--- config.mk ---
export PLATFORM = sky130hd
export DESIGN_NAME = pad_config_and_gpio_port
export DESIGN_NICKNAME = d
export VERILOG_FILES = /design/src/rtl/pad_port_pkg.sv /design/src/rtl/pad_config_and_gpio_port.sv /design/src/rtl/pin_input_filter.sv
export SDC_FILE = /design/constraint.sdc
export NUM_CORES = 1
export LEC_CHECK = 0
export ABC_AREA = 1
export BUFFER_PORTS_ARGS = -buffer_cell sky130_fd_sc_hd__buf_2
export CAP_MARGIN = 20
export CORE_ASPECT_RATIO = 1.75
export CORE_MARGIN = 3
export CORE_UTILIZATION = 55
export CTS_CLUSTER_DIAMETER = 150
export CTS_CLUSTER_SIZE = 24
export DETAILED_ROUTE_END_ITERATION = 8
export GPL_TIMING_DRIVEN = 0
export PLACE_DENSITY = 0.95
export SETUP_SLACK_MARGIN = 0.1
export SLEW_MARGIN = 30
export SYNTH_ARGS = -nofsm -noshare
export SYNTH_HDL_FRONTEND = slang
export SYNTH_HIERARCHICAL = 1
export SYNTH_SLANG_ARGS = --single-unit
--- constraint.sdc ---
create_clock -name clk -period 8.4 [get_ports clk]
set_input_delay 0 -clock clk [delete_from_list [all_inputs] [get_ports clk]]
set_output_delay 0 -clock clk [all_outputs]
set_load 0.03 [all_outputs]
--- src/rtl/pad_port_pkg.sv ---
// constants, field layouts and carrier structs for the pad configuration and port block
// assumes a single system clock; the package is referenced by full scope, never imported
//
// Contract
// - a pin belongs to the general-purpose port when its function field is 000, any other code hands it to a peripheral.
// - a port-owned pin drives or listens according to its bit in the port direction register.
// - a peripheral-owned pin takes its direction from the peripheral and ignores the port direction register.
// - each pin has a resistor mode of pull-up, pull-down, none or repeater.
// - after reset every resistor mode is none; the code resets the two debug pads to pull-up.
// - repeater mode enables the pull-up while the pin reads 1 and the pull-down while it reads 0, holding the last level.
// - repeater retention need not hold in the deepest power-down state.
// - on the two bus pads the I2C function offers a filtered standard/fast pad or an unfiltered open-drain pad.
// - each of the four high-source pads is either digital or a current sink switching between low and high levels.
// - each pin also configures input mode, hysteresis, an optional low-pass filter and a bus keeper.
// - masked set and clear writes change any chosen output bits in one write and leave the others alone.
// - a whole-port write updates all output bits together in one transfer.
// - every port access completes in the same single cycle.
// - after reset all pins are port inputs with no pull, except the two bus pads and the two debug pads.
// - each direction bit can be set, cleared or toggled without disturbing the others.
// - each port bit is wired to one fixed pin and is only enabled or disabled there.
package pad_port_pkg;

  localparam int PIN_COUNT = 12;
  localparam int PIN_FUNCTION_SELECT_WIDTH = 3;
  localparam int SINK_WIDTH = 4;
  localparam int FILT_DEPTH = 3;

  localparam logic [PIN_FUNCTION_SELECT_WIDTH-1:0] PIN_FUNCTION_SELECT_PORT = 3'h0;
  localparam logic [PIN_FUNCTION_SELECT_WIDTH-1:0] PIN_FUNCTION_SELECT_ALT1 = 3'h1;

  // fixed pin indices of the special pads
  localparam int BUS_PAD_A = 4;
  localparam int BUS_PAD_B = 5;
  localparam int HIGH_SOURCE_PAD_A = 3;
  localparam int HIGH_SOURCE_PAD_B = 7;
  localparam int DEBUG_PAD_A = 10;
  localparam int DEBUG_PAD_B = 11;
  localparam logic [PIN_COUNT-1:0] HIGH_SOURCE_MASK = 12'hC88;

  typedef enum logic [1:0] {
    RES_NONE = 2'h0,
    RES_PULL_DOWN = 2'h1,
    RES_PULL_UP = 2'h2,
    RES_REPEATER = 2'h3
  } res_mode_e;

  typedef enum logic [1:0] {
    DIR_OP_NONE = 2'h0,
    DIR_OP_SET = 2'h1,
    DIR_OP_CLEAR = 2'h2,
    DIR_OP_TOGGLE = 2'h3
  } dir_op_e;

  typedef enum logic [2:0] {
    OUT_OP_NONE = 3'h0,
    OUT_OP_WRITE = 3'h1,
    OUT_OP_MASKED = 3'h2,
    OUT_OP_SET = 3'h3,
    OUT_OP_CLEAR = 3'h4
  } out_op_e;

  typedef struct packed {
    logic [PIN_FUNCTION_SELECT_WIDTH-1:0] pin_function_select;
    res_mode_e res_mode;
    logic input_digital;
    logic hysteresis;
    logic lowpass;
    logic i2c_plain;
    logic sink_mode;
  } pin_cfg_s;

  // reset values: ordinary pins are port inputs without pulls
  localparam pin_cfg_s PIN_CFG_RESET = '{PIN_FUNCTION_SELECT_PORT, RES_NONE, 1'b1, 1'b0, 1'b0, 1'b0, 1'b0};
  // bus pads come up on the I2C function, debug pads on the debug function with pull-up
  localparam pin_cfg_s BUS_CFG_RESET = '{PIN_FUNCTION_SELECT_ALT1, RES_NONE, 1'b1, 1'b0, 1'b1, 1'b0, 1'b0};
  localparam pin_cfg_s DEBUG_CFG_RESET = '{PIN_FUNCTION_SELECT_ALT1, RES_PULL_UP, 1'b1, 1'b0, 1'b0, 1'b0, 1'b0};
  localparam logic [SINK_WIDTH-1:0] SINK_LO_RESET = 4'h0;
  localparam logic [SINK_WIDTH-1:0] SINK_HI_RESET = 4'hF;

  typedef struct packed {
    out_op_e op;
    logic [PIN_COUNT-1:0] data;
    logic [PIN_COUNT-1:0] mask;
  } out_req_s;

  typedef struct packed {
    logic pull_up;
    logic pull_down;
    logic open_drain;
    logic glitch_filter;
    logic hysteresis;
    logic input_enable;
    logic sink_enable;
  } pad_ctl_s;

endpackage

--- src/rtl/pad_config_and_gpio_port.sv ---
// pad configuration and 12-bit general-purpose port for one device port
// assumes peripherals present their own output and enable; all controls are plain ports
`timescale 1ns/1ps

module pad_config_and_gpio_port (
  input wire logic clk,
  input wire logic reset,
  input wire logic cfg_we,
  input wire logic [3:0] cfg_pin,
  input wire pad_port_pkg::pin_cfg_s cfg_wdata,
  input wire logic sink_we,
  input wire logic [pad_port_pkg::SINK_WIDTH-1:0] sink_current_low_level,
  input wire logic [pad_port_pkg::SINK_WIDTH-1:0] sink_current_high_level,
  input wire pad_port_pkg::out_req_s out_req,
  input wire pad_port_pkg::dir_op_e dir_op,
  input wire logic [pad_port_pkg::PIN_COUNT-1:0] dir_bits,
  input wire logic deep_power_down,
  input wire logic [pad_port_pkg::PIN_COUNT-1:0] periph_out,
  input wire logic [pad_port_pkg::PIN_COUNT-1:0] periph_oe,
  input wire logic [pad_port_pkg::PIN_COUNT-1:0] pad_in,
  output logic [pad_port_pkg::PIN_COUNT-1:0] pad_out,
  output logic [pad_port_pkg::PIN_COUNT-1:0] pad_oe,
  output pad_port_pkg::pad_ctl_s [pad_port_pkg::PIN_COUNT-1:0] pad_ctl,
  output logic [pad_port_pkg::SINK_WIDTH-1:0] sink_level,
  output logic [pad_port_pkg::PIN_COUNT-1:0] port_read,
  output logic [pad_port_pkg::PIN_COUNT-1:0] periph_in,
  output logic [pad_port_pkg::PIN_COUNT-1:0] port_direction_reg,
  output logic [pad_port_pkg::PIN_COUNT-1:0] port_out_reg,
  output pad_port_pkg::pin_cfg_s [pad_port_pkg::PIN_COUNT-1:0] pad_config_block
);

  localparam int N = pad_port_pkg::PIN_COUNT;

  function automatic pad_port_pkg::pin_cfg_s reset_cfg(input int idx);
    if (idx == pad_port_pkg::BUS_PAD_A || idx == pad_port_pkg::BUS_PAD_B) begin
      return pad_port_pkg::BUS_CFG_RESET;
    end else if (idx == pad_port_pkg::DEBUG_PAD_A || idx == pad_port_pkg::DEBUG_PAD_B) begin
      return pad_port_pkg::DEBUG_CFG_RESET;
    end
    return pad_port_pkg::PIN_CFG_RESET;
  endfunction

  function automatic logic is_bus_pad(input int idx);
    return idx == pad_port_pkg::BUS_PAD_A || idx == pad_port_pkg::BUS_PAD_B;
  endfunction

  pad_port_pkg::pin_cfg_s [N-1:0] cfg_q;
  logic [N-1:0] dir_q;
  logic [N-1:0] dir_d;
  logic [N-1:0] out_q;
  logic [N-1:0] out_d;
  logic [pad_port_pkg::SINK_WIDTH-1:0] sink_lo_q;
  logic [pad_port_pkg::SINK_WIDTH-1:0] sink_hi_q;
  logic [N-1:0] level;
  logic [N-1:0] is_port;
  logic [N-1:0] drive_oe;
  logic [N-1:0] drive_val;
  logic [N-1:0] pin_sel;
  logic [N-1:0] keep_q;
  logic cfg_in_range;

  assign cfg_in_range = cfg_pin < 4'(N);

  // direction updates act only on the selected bits
  always_comb begin
    unique case (dir_op)
      pad_port_pkg::DIR_OP_NONE: dir_d = dir_q;
      pad_port_pkg::DIR_OP_SET: dir_d = dir_q | dir_bits;
      pad_port_pkg::DIR_OP_CLEAR: dir_d = dir_q & ~dir_bits;
      pad_port_pkg::DIR_OP_TOGGLE: dir_d = dir_q ^ dir_bits;
    endcase
  end

  // every output form lands in the same edge
  always_comb begin
    case (out_req.op)
      pad_port_pkg::OUT_OP_WRITE: out_d = out_req.data;
      pad_port_pkg::OUT_OP_MASKED: out_d = (out_q & ~out_req.mask) |
                                           (out_req.data & out_req.mask);
      pad_port_pkg::OUT_OP_SET: out_d = out_q | out_req.data;
      pad_port_pkg::OUT_OP_CLEAR: out_d = out_q & ~out_req.data;
      default: out_d = out_q;
    endcase
  end

  always_ff @(posedge clk or posedge reset) begin
    if (reset) begin
      dir_q <= '0;
      out_q <= '0;
      sink_lo_q <= pad_port_pkg::SINK_LO_RESET;
      sink_hi_q <= pad_port_pkg::SINK_HI_RESET;
    end else begin
      dir_q <= dir_d;
      out_q <= out_d;
      if (sink_we) begin
        sink_lo_q <= sink_current_low_level;
        sink_hi_q <= sink_current_high_level;
      end
    end
  end

  genvar g;
  generate
    for (g = 0; g < N; g++) begin : g_pin
      pad_port_pkg::pin_cfg_s c;
      logic rep;
      logic sink_ok;

      assign pin_sel[g] = cfg_we && cfg_in_range && cfg_pin == 4'(g);

      always_ff @(posedge clk or posedge reset) begin
        if (reset) begin
          cfg_q[g] <= reset_cfg(g);
          keep_q[g] <= 1'b0;
        end else begin
          if (pin_sel[g]) begin
            cfg_q[g] <= cfg_wdata;
          end
          // keeper follows the last sensed level unless power is gone
          if (!deep_power_down) begin
            keep_q[g] <= level[g];
          end
        end
      end

      assign c = cfg_q[g];
      assign is_port[g] = c.pin_function_select == pad_port_pkg::PIN_FUNCTION_SELECT_PORT;
      assign rep = c.res_mode == pad_port_pkg::RES_REPEATER;
      assign sink_ok = pad_port_pkg::HIGH_SOURCE_MASK[g];

      // fixed wiring: port bit g only ever reaches pin g
      assign drive_oe[g] = is_port[g] ? dir_q[g] : periph_oe[g];
      assign drive_val[g] = is_port[g] ? out_q[g] : periph_out[g];

      pin_input_filter pin_input_filter_inst (
        .clk(clk),
        .reset(reset),
        .pad_in(pad_in[g]),
        .filter_en(c.lowpass),
        .level(level[g])
      );

      // i2c pads pull low only and release a high to the wire; sink-mode high-source pads turn the push-pull drive off
      if (is_bus_pad(g)) begin : g_od
        assign pad_out[g] = 1'b0;
        assign pad_oe[g] = drive_oe[g] && !drive_val[g];
      end else begin : g_pp
        assign pad_out[g] = drive_val[g];
        assign pad_oe[g] = drive_oe[g] && !(sink_ok && c.sink_mode);
      end

      assign pad_ctl[g].pull_up = (c.res_mode == pad_port_pkg::RES_PULL_UP) ||
                                  (rep && keep_q[g] && !deep_power_down);
      assign pad_ctl[g].pull_down = (c.res_mode == pad_port_pkg::RES_PULL_DOWN) ||
                                    (rep && !keep_q[g] && !deep_power_down);
      assign pad_ctl[g].open_drain = is_bus_pad(g);
      // filtered standard/fast pad unless plain open-drain is chosen
      assign pad_ctl[g].glitch_filter = is_bus_pad(g) && !is_port[g] &&
                                        !c.i2c_plain;
      assign pad_ctl[g].hysteresis = c.hysteresis;
      assign pad_ctl[g].input_enable = c.input_digital;
      assign pad_ctl[g].sink_enable = sink_ok && c.sink_mode && drive_oe[g];

      assign port_read[g] = c.input_digital ? level[g] : 1'b0;
      assign periph_in[g] = is_port[g] ? 1'b0 : level[g];
    end
  endgenerate

  // shared sink level goes high when the driven value of any high-source pad is 1, in sink mode or not
  localparam logic [N-1:0] HS_VAL = pad_port_pkg::HIGH_SOURCE_MASK;
  logic sink_high;
  assign sink_high = |(HS_VAL & drive_val);
  assign sink_level = sink_high ? sink_hi_q : sink_lo_q;

  assign port_direction_reg = dir_q;
  assign port_out_reg = out_q;
  assign pad_config_block = cfg_q;

endmodule

--- src/rtl/pin_input_filter.sv ---
// per-pin input conditioning: three-flop synchroniser plus optional low-pass
// assumes pad input is asynchronous to clk; one instance per pin
`timescale 1ns/1ps

module pin_input_filter (
  input wire logic clk,
  input wire logic reset,
  input wire logic pad_in,
  input wire logic filter_en,
  output logic level
);

  logic [2:0] sync_q;
  logic [pad_port_pkg::FILT_DEPTH-1:0] hist_q;
  logic level_q;
  logic agree;
  logic all_one;
  logic all_zero;

  // only stages 1 and 2 are examined; stage 0 feeds stage 1 alone
  assign agree = sync_q[1] == sync_q[2];
  assign all_one = &hist_q;
  assign all_zero = ~|hist_q;

  always_ff @(posedge clk or posedge reset) begin
    if (reset) begin
      sync_q <= 3'h0;
      hist_q <= '0;
      level_q <= 1'b0;
    end else begin
      sync_q <= {sync_q[1:0], pad_in};
      if (agree) begin
        hist_q <= {hist_q[pad_port_pkg::FILT_DEPTH-2:0], sync_q[2]};
      end
      // low-pass needs a steady run before a change is accepted
      if (!filter_en && agree) begin
        level_q <= sync_q[2];
      end else if (filter_en && all_one) begin
        level_q <= 1'b1;
      end else if (filter_en && all_zero) begin
        level_q <= 1'b0;
      end
    end
  end

  assign level = level_q;

endmodule

==> impl_metrics.prom, run 1 <==
# TYPE chip_impl_metric gauge
chip_impl_metric{name="dr.pass1.iters",unit=""} 6
chip_impl_metric{name="port_buffers",unit=""} 349
chip_impl_metric{name="largest_register_ff_count",unit=""} 120
chip_impl_metric{name="holdBufCountCts",unit=""} 68
chip_impl_info{name="clock_tree_root",value="clkbuf_16"} 1
chip_impl_metric{name="clkLatencyLatePin",unit="ns"} 0.49
chip_impl_info{name="run_status",value="complete, no violations"} 1
chip_impl_metric{name="h-tree-depth",unit=""} 1
chip_impl_metric{name="globalplace.congestion",unit=""} 0.957
chip_impl_metric{name="ir_worst_vdd",unit="mV"} 0.234
chip_impl_metric{name="timing_hold_violations_final",unit=""} 0
chip_impl_metric{name="fp.coreArea",unit="um2"} 21700
chip_impl_metric{name="p_total",unit="mW"} 3.95
chip_impl_metric{name="wl",unit="mm"} 42.4
chip_impl_metric{name="postRouteAntennaNets",unit=""} 0
chip_impl_metric{name="final_layout_size_suffix_gt1_frac",unit=""} 0.296
chip_impl_metric{name="power_leakage",unit="nW"} 8.56
chip_impl_info{name="grt_setup_unrepaired",value="no"} 1
chip_impl_metric{name="synth_sequential_area_ratio",unit=""} 0.512
chip_impl_metric{name="die_width",unit="um"} 119
chip_impl_metric{name="cts_buffers",unit=""} 14
chip_impl_info{name="criticalPathCategory",value="register to primary output"} 1
chip_impl_metric{name="setup_viol",unit=""} 0
chip_impl_metric{name="async_flop_share",unit=""} 1.00
chip_impl_metric{name="post_cts.repair.setup_buffers",unit=""} 0
chip_impl_metric{name="final_period_minus_worst_setup_slack",unit="ns"} 2.40
chip_impl_info{name="setup.worst_path.start_class",value="register"} 1
chip_impl_metric{name="grt_pass1_wl",unit="mm"} 64.3
chip_impl_metric{name="number_of_buffers_on_the_longest_clock_path",unit=""} 3
chip_impl_info{name="yosys.cell_count.top_type",value="nand2_1"} 1
chip_impl_metric{name="r2r.worst_path.cells",unit=""} 7
chip_impl_metric{name="core.rowCount",unit=""} 71
chip_impl_metric{name="layout-area-overhead-vs-synth",unit="%"} 27.8
chip_impl_metric{name="placed_cells_incl_taps",unit=""} 2161
chip_impl_metric{name="grt_antenna_before_repair",unit=""} 1
chip_impl_info{name="netlist_top_cells_area",value="dfrtp_1, nand2_1, dfstp_2"} 1
chip_impl_metric{name="clk_pin_slew_worst_paths",unit="ns"} 0.10
chip_impl_metric{name="post-route-drc-count",unit=""} 0
chip_impl_metric{name="grt_util_all_layers",unit=""} 0.341
chip_impl_metric{name="die-area",unit="um2"} 24100
chip_impl_metric{name="synthDistinctLibCells",unit=""} 31
chip_impl_metric{name="min_period_over_period",unit=""} 0.286
chip_impl_metric{name="number_of_synthesized_flops_with_an_enable_pin",unit=""} 0
chip_impl_metric{name="global_route.overflow_total",unit=""} 0
chip_impl_info{name="end_kind",value="primary output"} 1
chip_impl_metric{name="start_util",unit=""} 0.562
chip_impl_info{name="synthDominantAreaCellType",value="dfrtp_1"} 1
chip_impl_metric{name="maxSlewHeadroom",unit=""} 0.294
chip_impl_metric{name="die_h",unit="um"} 203
chip_impl_metric{name="vias_per_cell",unit=""} 5.42
chip_impl_metric{name="yosys_warnings",unit=""} 6
chip_impl_metric{name="timing.hold.ws",unit="ns"} 0.0373
chip_impl_metric{name="cp_data_arrival_time",unit="ns"} 2.40
chip_impl_metric{name="synth_instances",unit=""} 1488
chip_impl_metric{name="finalNetCount",unit=""} 2081
chip_impl_metric{name="synth_area",unit="um2"} 12200
chip_impl_metric{name="postSynthAreaPerCell",unit="um2"} 8.19
chip_impl_metric{name="timing.max_cap.violations",unit=""} 0
chip_impl_metric{name="post_synth_top_area_share",unit=""} 0.460
chip_impl_metric{name="instance_count_along_the_most_critical_hold_path",unit=""} 6
chip_impl_metric{name="timing.fmax",unit="MHz"} 416
chip_impl_metric{name="actual_slew_at_the_worst_max_slew_pin",unit="ns"} 1.06
chip_impl_metric{name="data_required_time_at_the_worst_endpoint",unit="ns"} 8.40
chip_impl_metric{name="numClockSinks",unit=""} 248
chip_impl_metric{name="initialDrtViolationCount",unit=""} 918
chip_impl_metric{name="antennaDiodeCount",unit=""} 0
chip_impl_info{name="cts_tree",value="done"} 1
chip_impl_metric{name="via_count",unit=""} 12200
chip_impl_info{name="type_of_the_worst_min_delay_path",value="input port to register"} 1
chip_impl_metric{name="post_cts_resize_count",unit=""} 0
chip_impl_metric{name="place_hpwl",unit="mm"} 30.8
chip_impl_metric{name="slew_violations",unit=""} 0
chip_impl_metric{name="cp_max_fo",unit=""} 5
chip_impl_metric{name="instances_no_fill",unit=""} 2253
chip_impl_metric{name="grt_max_degree",unit=""} 73
chip_impl_metric{name="ios",unit=""} 384
chip_impl_metric{name="ys_seq_elements",unit=""} 248
chip_impl_metric{name="drt-wirelength-per-cell",unit="um"} 18.8
chip_impl_info{name="synth_ff_type",value="dfrtp_1"} 1
chip_impl_metric{name="grt_pass1_vias",unit=""} 12200
chip_impl_metric{name="power_density",unit="nW/um2"} 253
chip_impl_metric{name="final.setup_skew",unit="ns"} 0.0256
chip_impl_info{name="synth_common_cells",value="nand2_1, dfrtp_1, inv_1"} 1
chip_impl_metric{name="setup_tns",unit="ns"} 0
final cells by class:
class,count,area (um2)
flip-flops and latches,248,6240
plain buffers,108,697
clock buffers,23,405
inverters,182,691
clock inverters,1,16.3
well taps,292,365
fillers,1527,6100
repair buffers,419,2480
multi-input cells,980,4690
stage by stage:
| step | util | setup slack, ns | cell area, um2 |
|---|---|---|---|
| 5_1_grt | 0.719 | 5.94 | 15600 |
| 3_5_place_dp | 0.668 | 6.49 | 14500 |
| 4_1_cts | 0.719 | 5.96 | 15600 |
| 6_report | 0.719 | 6.00 | 15600 |
| 3_3_place_gp | 0.665 | 1.86 | 14400 |
| 2_1_floorplan | - | 4.01 | 12300 |
final timing paths:
path / start / end / slack (ns)
max: pad_config_block[37]$_DFFE_PP0P_ / sink_level[2] / 6.00
min: out_req[1] / port_out_reg[1]$_DFFE_PP0P_ / 0.04
max reg2reg: port_out_reg[2]$_DFFE_PP0P_ / port_out_reg[2]$_DFFE_PP0P_ / 6.72
min reg2reg: g_pin[1].pin_input_filter_inst/sync_q[0]$_DFF_PP0_ / g_pin[1].pin_input_filter_inst/sync_q[1]$_DFF_PP0_ / 0.33
max in group asynchronous: reset / pad_config_block[47]$_DFFE_PP1P_ / 7.16
min in group asynchronous: reset / g_pin[8].pin_input_filter_inst/hist_q[2]$_DFFE_PP0N_ / 0.20
kinds of logic (layout without fill, tap and decap cells):
family | after synthesis | after routing | synth area share
AOI/OAI and AO/OA | 244 | 244 | 0.113
adders and majority gates | 24 | 24 | 0.0246
buffers and inverters | 290 | 733 | 0.113
DFF | 248 | 248 | 0.512
muxes | 8 | 8 | 0.00739
other | 2 | 32 | 0.000616
and+or+nand+nor | 672 | 672 | 0.229
critical path, cell delays in order (launching register included):
cell	delay, ns
dfrtp_1	0.44
nor2_1	0.15
nand2_1	0.15
nand2_1	0.09
nand2_1	0.11
nor2_2	0.40
nand2_1	0.20
nand2_1	0.11
nand2_1	0.08
buf_2	0.19
routing by layer:
layer | track usage | part of all wire | vias to the layer above
li1 | - | - | 5485
met1 | 0.365 | 0.34 | 5747
met2 | 0.605 | 0.50 | 770
met3 | 0.0510 | 0.074 | 215
met4 | 0.246 | 0.085 | 2
met5 | 0 | 0.00040 | -
power breakdown:
part | switching [mW] | leakage, nW | internal [mW]
Clock | 0.400 | 0.202 | 0.340
Combinational | 1.10 | 5.38 | 0.466
Sequential | 0.216 | 2.98 | 1.42
Total | 1.72 | 8.56 | 2.23
cell usage in the layout (no fill, tap or decap):
master,n
inv_8,1
o21ai_0,112
nand2_2,39
inv_2,15
nand3_1,63
inv_1,166
buf_2,374
a21boi_0,10
nor3_1,6
nor3_4,1
o21ai_1,69
inv_12,1
o21ai_2,12
a21oi_1,8
o211ai_1,24
and2_1,10
a21oi_2,7
mux2_2,8
buf_4,64
nor2_2,8
buf_16,2
o31ai_1,2
or2_1,1
clkbuf_16,15
nand3_2,3
clkbuf_2,4
dlygate4sd3_1,68
nor2_1,133
nand2_1,406
dfrtp_1,224
nand3b_1,2
dfstp_2,24
clkbuf_1,21
conb_1,32
ha_1,24
buf_6,2
Note: power is estimated with default switching activity, not from simulation.
==> run 2: changes to the inputs <==
--- a/config.mk
+++ b/config.mk
@@ -10,12 +10,12 @@
 export CAP_MARGIN = 20
 export CORE_ASPECT_RATIO = 1.75
 export CORE_MARGIN = 3
-export CORE_UTILIZATION = 55
+export CORE_UTILIZATION = 52
 export CTS_CLUSTER_DIAMETER = 150
 export CTS_CLUSTER_SIZE = 24
 export DETAILED_ROUTE_END_ITERATION = 8
 export GPL_TIMING_DRIVEN = 0
-export PLACE_DENSITY = 0.95
+export PLACE_DENSITY = 0.93
 export SETUP_SLACK_MARGIN = 0.1
 export SLEW_MARGIN = 30
 export SYNTH_ARGS = -nofsm -noshare
==> constraint.sdc (replaced) <==
create_clock -name clk -period 2.3 [get_ports clk]
set_input_delay 0 -clock clk [delete_from_list [all_inputs] [get_ports clk]]
set_output_delay 0 -clock clk [all_outputs]
set_load 0.03 [all_outputs]
==> run 2 against run 1 <==
  * Sequential cell count unchanged
  * Worst setup slack got worse by 5.9 ns
  * Sequential share of layout area decreased by 0.62 points
  * Utilization decreased by 2.8 points
  * Count of clock-buffer cells in the layout unchanged
  * Global-route usage decreased by 1.1 points
  * Total power increased to 3.7 times the previous value
  * Cell area increased by 1.6%
  * Critical path type unchanged
  * Largest cell class unchanged
==> impl_metrics.prom, run 2 (synthesis results as in run 1) <==
# TYPE chip_impl_metric gauge
chip_impl_metric{name="wl",unit="mm"} 43.1
chip_impl_info{name="cp_cell_sequence",value="nor2_4 -> nand2_1 -> nand2_1 -> nand2_1 -> nor2_4 -> buf_12 -> nand2_2 -> nand2_1 -> nand2_1 -> buf_2"} 1
chip_impl_info{name="run_status",value="complete, no violations"} 1
chip_impl_info{name="cp_slowest_cell",value="dfrtp_1"} 1
chip_impl_metric{name="reg2reg_setup_slack",unit="ns"} 0.15
chip_impl_metric{name="cp_data_arrival_time",unit="ns"} 2.17
chip_impl_metric{name="worst_path_largest_cell_delay",unit="ns"} 0.46
chip_impl_info{name="end_kind",value="primary output"} 1
chip_impl_metric{name="instances_no_fill",unit=""} 2273
chip_impl_metric{name="grt_util_all_layers",unit=""} 0.329
chip_impl_metric{name="actual_slew_at_the_worst_max_slew_pin",unit="ns"} 1.06
chip_impl_metric{name="maxSlewHeadroom",unit=""} 0.294
chip_impl_metric{name="initialDrtViolationCount",unit=""} 927
chip_impl_metric{name="core.rowCount",unit=""} 73
chip_impl_metric{name="start_util",unit=""} 0.532
chip_impl_metric{name="post_dp_cell_area",unit="um2"} 14600
chip_impl_metric{name="dr.pass1.iters",unit=""} 6
chip_impl_metric{name="p_total",unit="mW"} 14.5
chip_impl_metric{name="timing.fmax",unit="MHz"} 460
chip_impl_metric{name="via_count",unit=""} 12200
chip_impl_metric{name="fp.coreArea",unit="um2"} 22900
chip_impl_metric{name="placed_cells_incl_taps",unit=""} 2174
chip_impl_metric{name="slew_violations",unit=""} 0
chip_impl_metric{name="met3_wire_len",unit="mm"} 3.62
chip_impl_metric{name="port_buffers",unit=""} 349
chip_impl_metric{name="post-route-drc-count",unit=""} 0
chip_impl_metric{name="instance_count_along_the_most_critical_hold_path",unit=""} 6
chip_impl_info{name="top_layer_used",value="met4"} 1
chip_impl_metric{name="cts_buffers",unit=""} 14
chip_impl_info{name="clock_tree_root",value="clkbuf_16"} 1
chip_impl_metric{name="layout-area-overhead-vs-synth",unit="%"} 29.9
chip_impl_metric{name="timing_hold_violations_final",unit=""} 0
chip_impl_metric{name="die-area",unit="um2"} 25400
chip_impl_metric{name="setup_tns",unit="ns"} 0
chip_impl_metric{name="ios",unit=""} 384
chip_impl_metric{name="met1_length",unit="mm"} 14.0
chip_impl_info{name="most_common_cell_after_layout_fill_and_taps_aside",value="nand2_1"} 1
chip_impl_info{name="type_of_the_worst_min_delay_path",value="input port to register"} 1
chip_impl_metric{name="postRouteAntennaNets",unit=""} 0
chip_impl_metric{name="num-fill-cells",unit=""} 1652
chip_impl_metric{name="post-route-cell-area",unit="um2"} 15800
chip_impl_metric{name="min_period_over_period",unit=""} 0.945
chip_impl_info{name="setup.worst_path.start_class",value="register"} 1
chip_impl_info{name="hold_crit_start",value="cfg_pin[0]"} 1
chip_impl_metric{name="setup_viol",unit=""} 0
chip_impl_metric{name="final_layout_size_suffix_gt1_frac",unit=""} 0.304
chip_impl_metric{name="final_period_minus_worst_setup_slack",unit="ns"} 2.17
chip_impl_info{name="r2r_end",value="port_out_reg[1]$_DFFE_PP0P_"} 1
chip_impl_info{name="most-common-layout-cells",value="nand2_1, buf_2, dfrtp_1"} 1
chip_impl_metric{name="h-tree-depth",unit=""} 1
chip_impl_metric{name="ir_worst_vdd",unit="mV"} 0.869
chip_impl_metric{name="timing.max_cap.violations",unit=""} 0
chip_impl_metric{name="grt_max_degree",unit=""} 32
chip_impl_metric{name="grt_antenna_before_repair",unit=""} 1
chip_impl_metric{name="vias_per_cell",unit=""} 5.39
chip_impl_metric{name="power_leakage",unit="nW"} 8.66
chip_impl_metric{name="final.setup_skew",unit="ns"} 0.0187
chip_impl_metric{name="die_width",unit="um"} 122
chip_impl_metric{name="cp_max_fo",unit=""} 5
chip_impl_info{name="hold_end",value="pad_config_block[114]$_DFFE_PP1P_"} 1
chip_impl_metric{name="clk_pin_slew_worst_paths",unit="ns"} 0.10
chip_impl_metric{name="grt_pass1_vias",unit=""} 12000
chip_impl_info{name="worstReg2RegStart",value="port_out_reg[1]$_DFFE_PP0P_"} 1
chip_impl_metric{name="die_h",unit="um"} 209
chip_impl_metric{name="grt_pass1_wl",unit="mm"} 64.7
chip_impl_metric{name="global_route.overflow_total",unit=""} 0
chip_impl_metric{name="total_length_of_routed_met2_wires",unit="mm"} 21.1
chip_impl_metric{name="clkLatencyLatePin",unit="ns"} 0.49
chip_impl_metric{name="timing.hold.ws",unit="ns"} 0.0353
chip_impl_info{name="crit_top_cell",value="nand2_1"} 1
chip_impl_info{name="criticalPathCategory",value="register to primary output"} 1
chip_impl_info{name="cts_tree",value="done"} 1
chip_impl_metric{name="largest_register_ff_count",unit=""} 120
chip_impl_metric{name="place_hpwl",unit="mm"} 31.2
chip_impl_metric{name="number_of_buffers_on_the_longest_clock_path",unit=""} 3
chip_impl_metric{name="finalNetCount",unit=""} 2091
chip_impl_metric{name="globalplace.congestion",unit=""} 0.906
chip_impl_metric{name="r2r.worst_path.cells",unit=""} 8
chip_impl_metric{name="data_required_time_at_the_worst_endpoint",unit="ns"} 2.30
chip_impl_metric{name="drt-wirelength-per-cell",unit="um"} 19.0
chip_impl_metric{name="power_density",unit="nW/um2"} 918
chip_impl_metric{name="numClockSinks",unit=""} 248
==> run 2: stage by stage <==
stage	setup WS [ns]	utilization
after floorplan	0.235	-
after global placement	-1.01	0.629
after detailed placement	0.381	0.637
after CTS	0.119	0.688
after global routing	-0.00830	0.690
final	0.127	0.691
==> run 2: what timing repair did <==
item / CTS / global route
resized for setup: 6 / 9
endpoints found under the setup margin: 9 / 12
hold buffers: 72 / 0
hold endpoints to repair: 169 / 0
pin swaps: 0 / 2
setup buffers: 0 / 1
==> run 2: worst max-delay path by stage <==
stage / startpoint / end / slack (ns) / cells past startpoint
2_1_floorplan: reset / keep_q[0]$_DFFE_PP0N_ / 0.23 / 1
3_3_place_gp: reset / pad_config_block[40]$_DFFE_PP0P_ / -1.01 / 2
3_5_place_dp: pad_config_block[19]$_DFFE_PP0P_ / pad_oe[1] / 0.38 / 4
4_1_cts: pad_config_block[19]$_DFFE_PP0P_ / pad_oe[1] / 0.12 / 4
5_1_grt: pad_config_block[119]$_DFFE_PP0P_ / sink_level[3] / -0.008 / 10
6_report: pad_config_block[119]$_DFFE_PP0P_ / sink_level[1] / 0.13 / 10
==> run 2: where the power goes <==
group | switching (mW) | internal (mW) | leakage (nW)
Combinational | 4.05 | 1.77 | 5.48
Sequential | 0.813 | 5.21 | 2.98
Clock | 1.45 | 1.24 | 0.202
==> run 2: routing by layer <==
metal,global-route usage,vias to the layer above
met3,0.0609,223
met5,0,-
met2,0.555,766
met1,0.348,5741
met4,0.277,0
li1,-,5515
==> run 2: critical path: cells and delay by family (launching register included) <==
| family | cells | cell delay, ns |
|---|---|---|
| and+or+nand+nor | 8 | 0.91 |
| DFF | 1 | 0.46 |
| buffers and inverters | 2 | 0.31 |
==> run 2: final cells by class <==
class	instances	area (um2)	area share
Multi-Input combinational cell	980	4740	0.299
Clock buffer	23	405	0.0256
Clock inverter	1	16.3	0.00103
Antenna cell	2	5.00	0.000316
Buffer	108	701	0.0443
Tap cell	300	375	0.0237
Sequential cell	248	6240	0.394
Inverter	182	687	0.0434
Timing Repair Buffer	429	2670	0.168
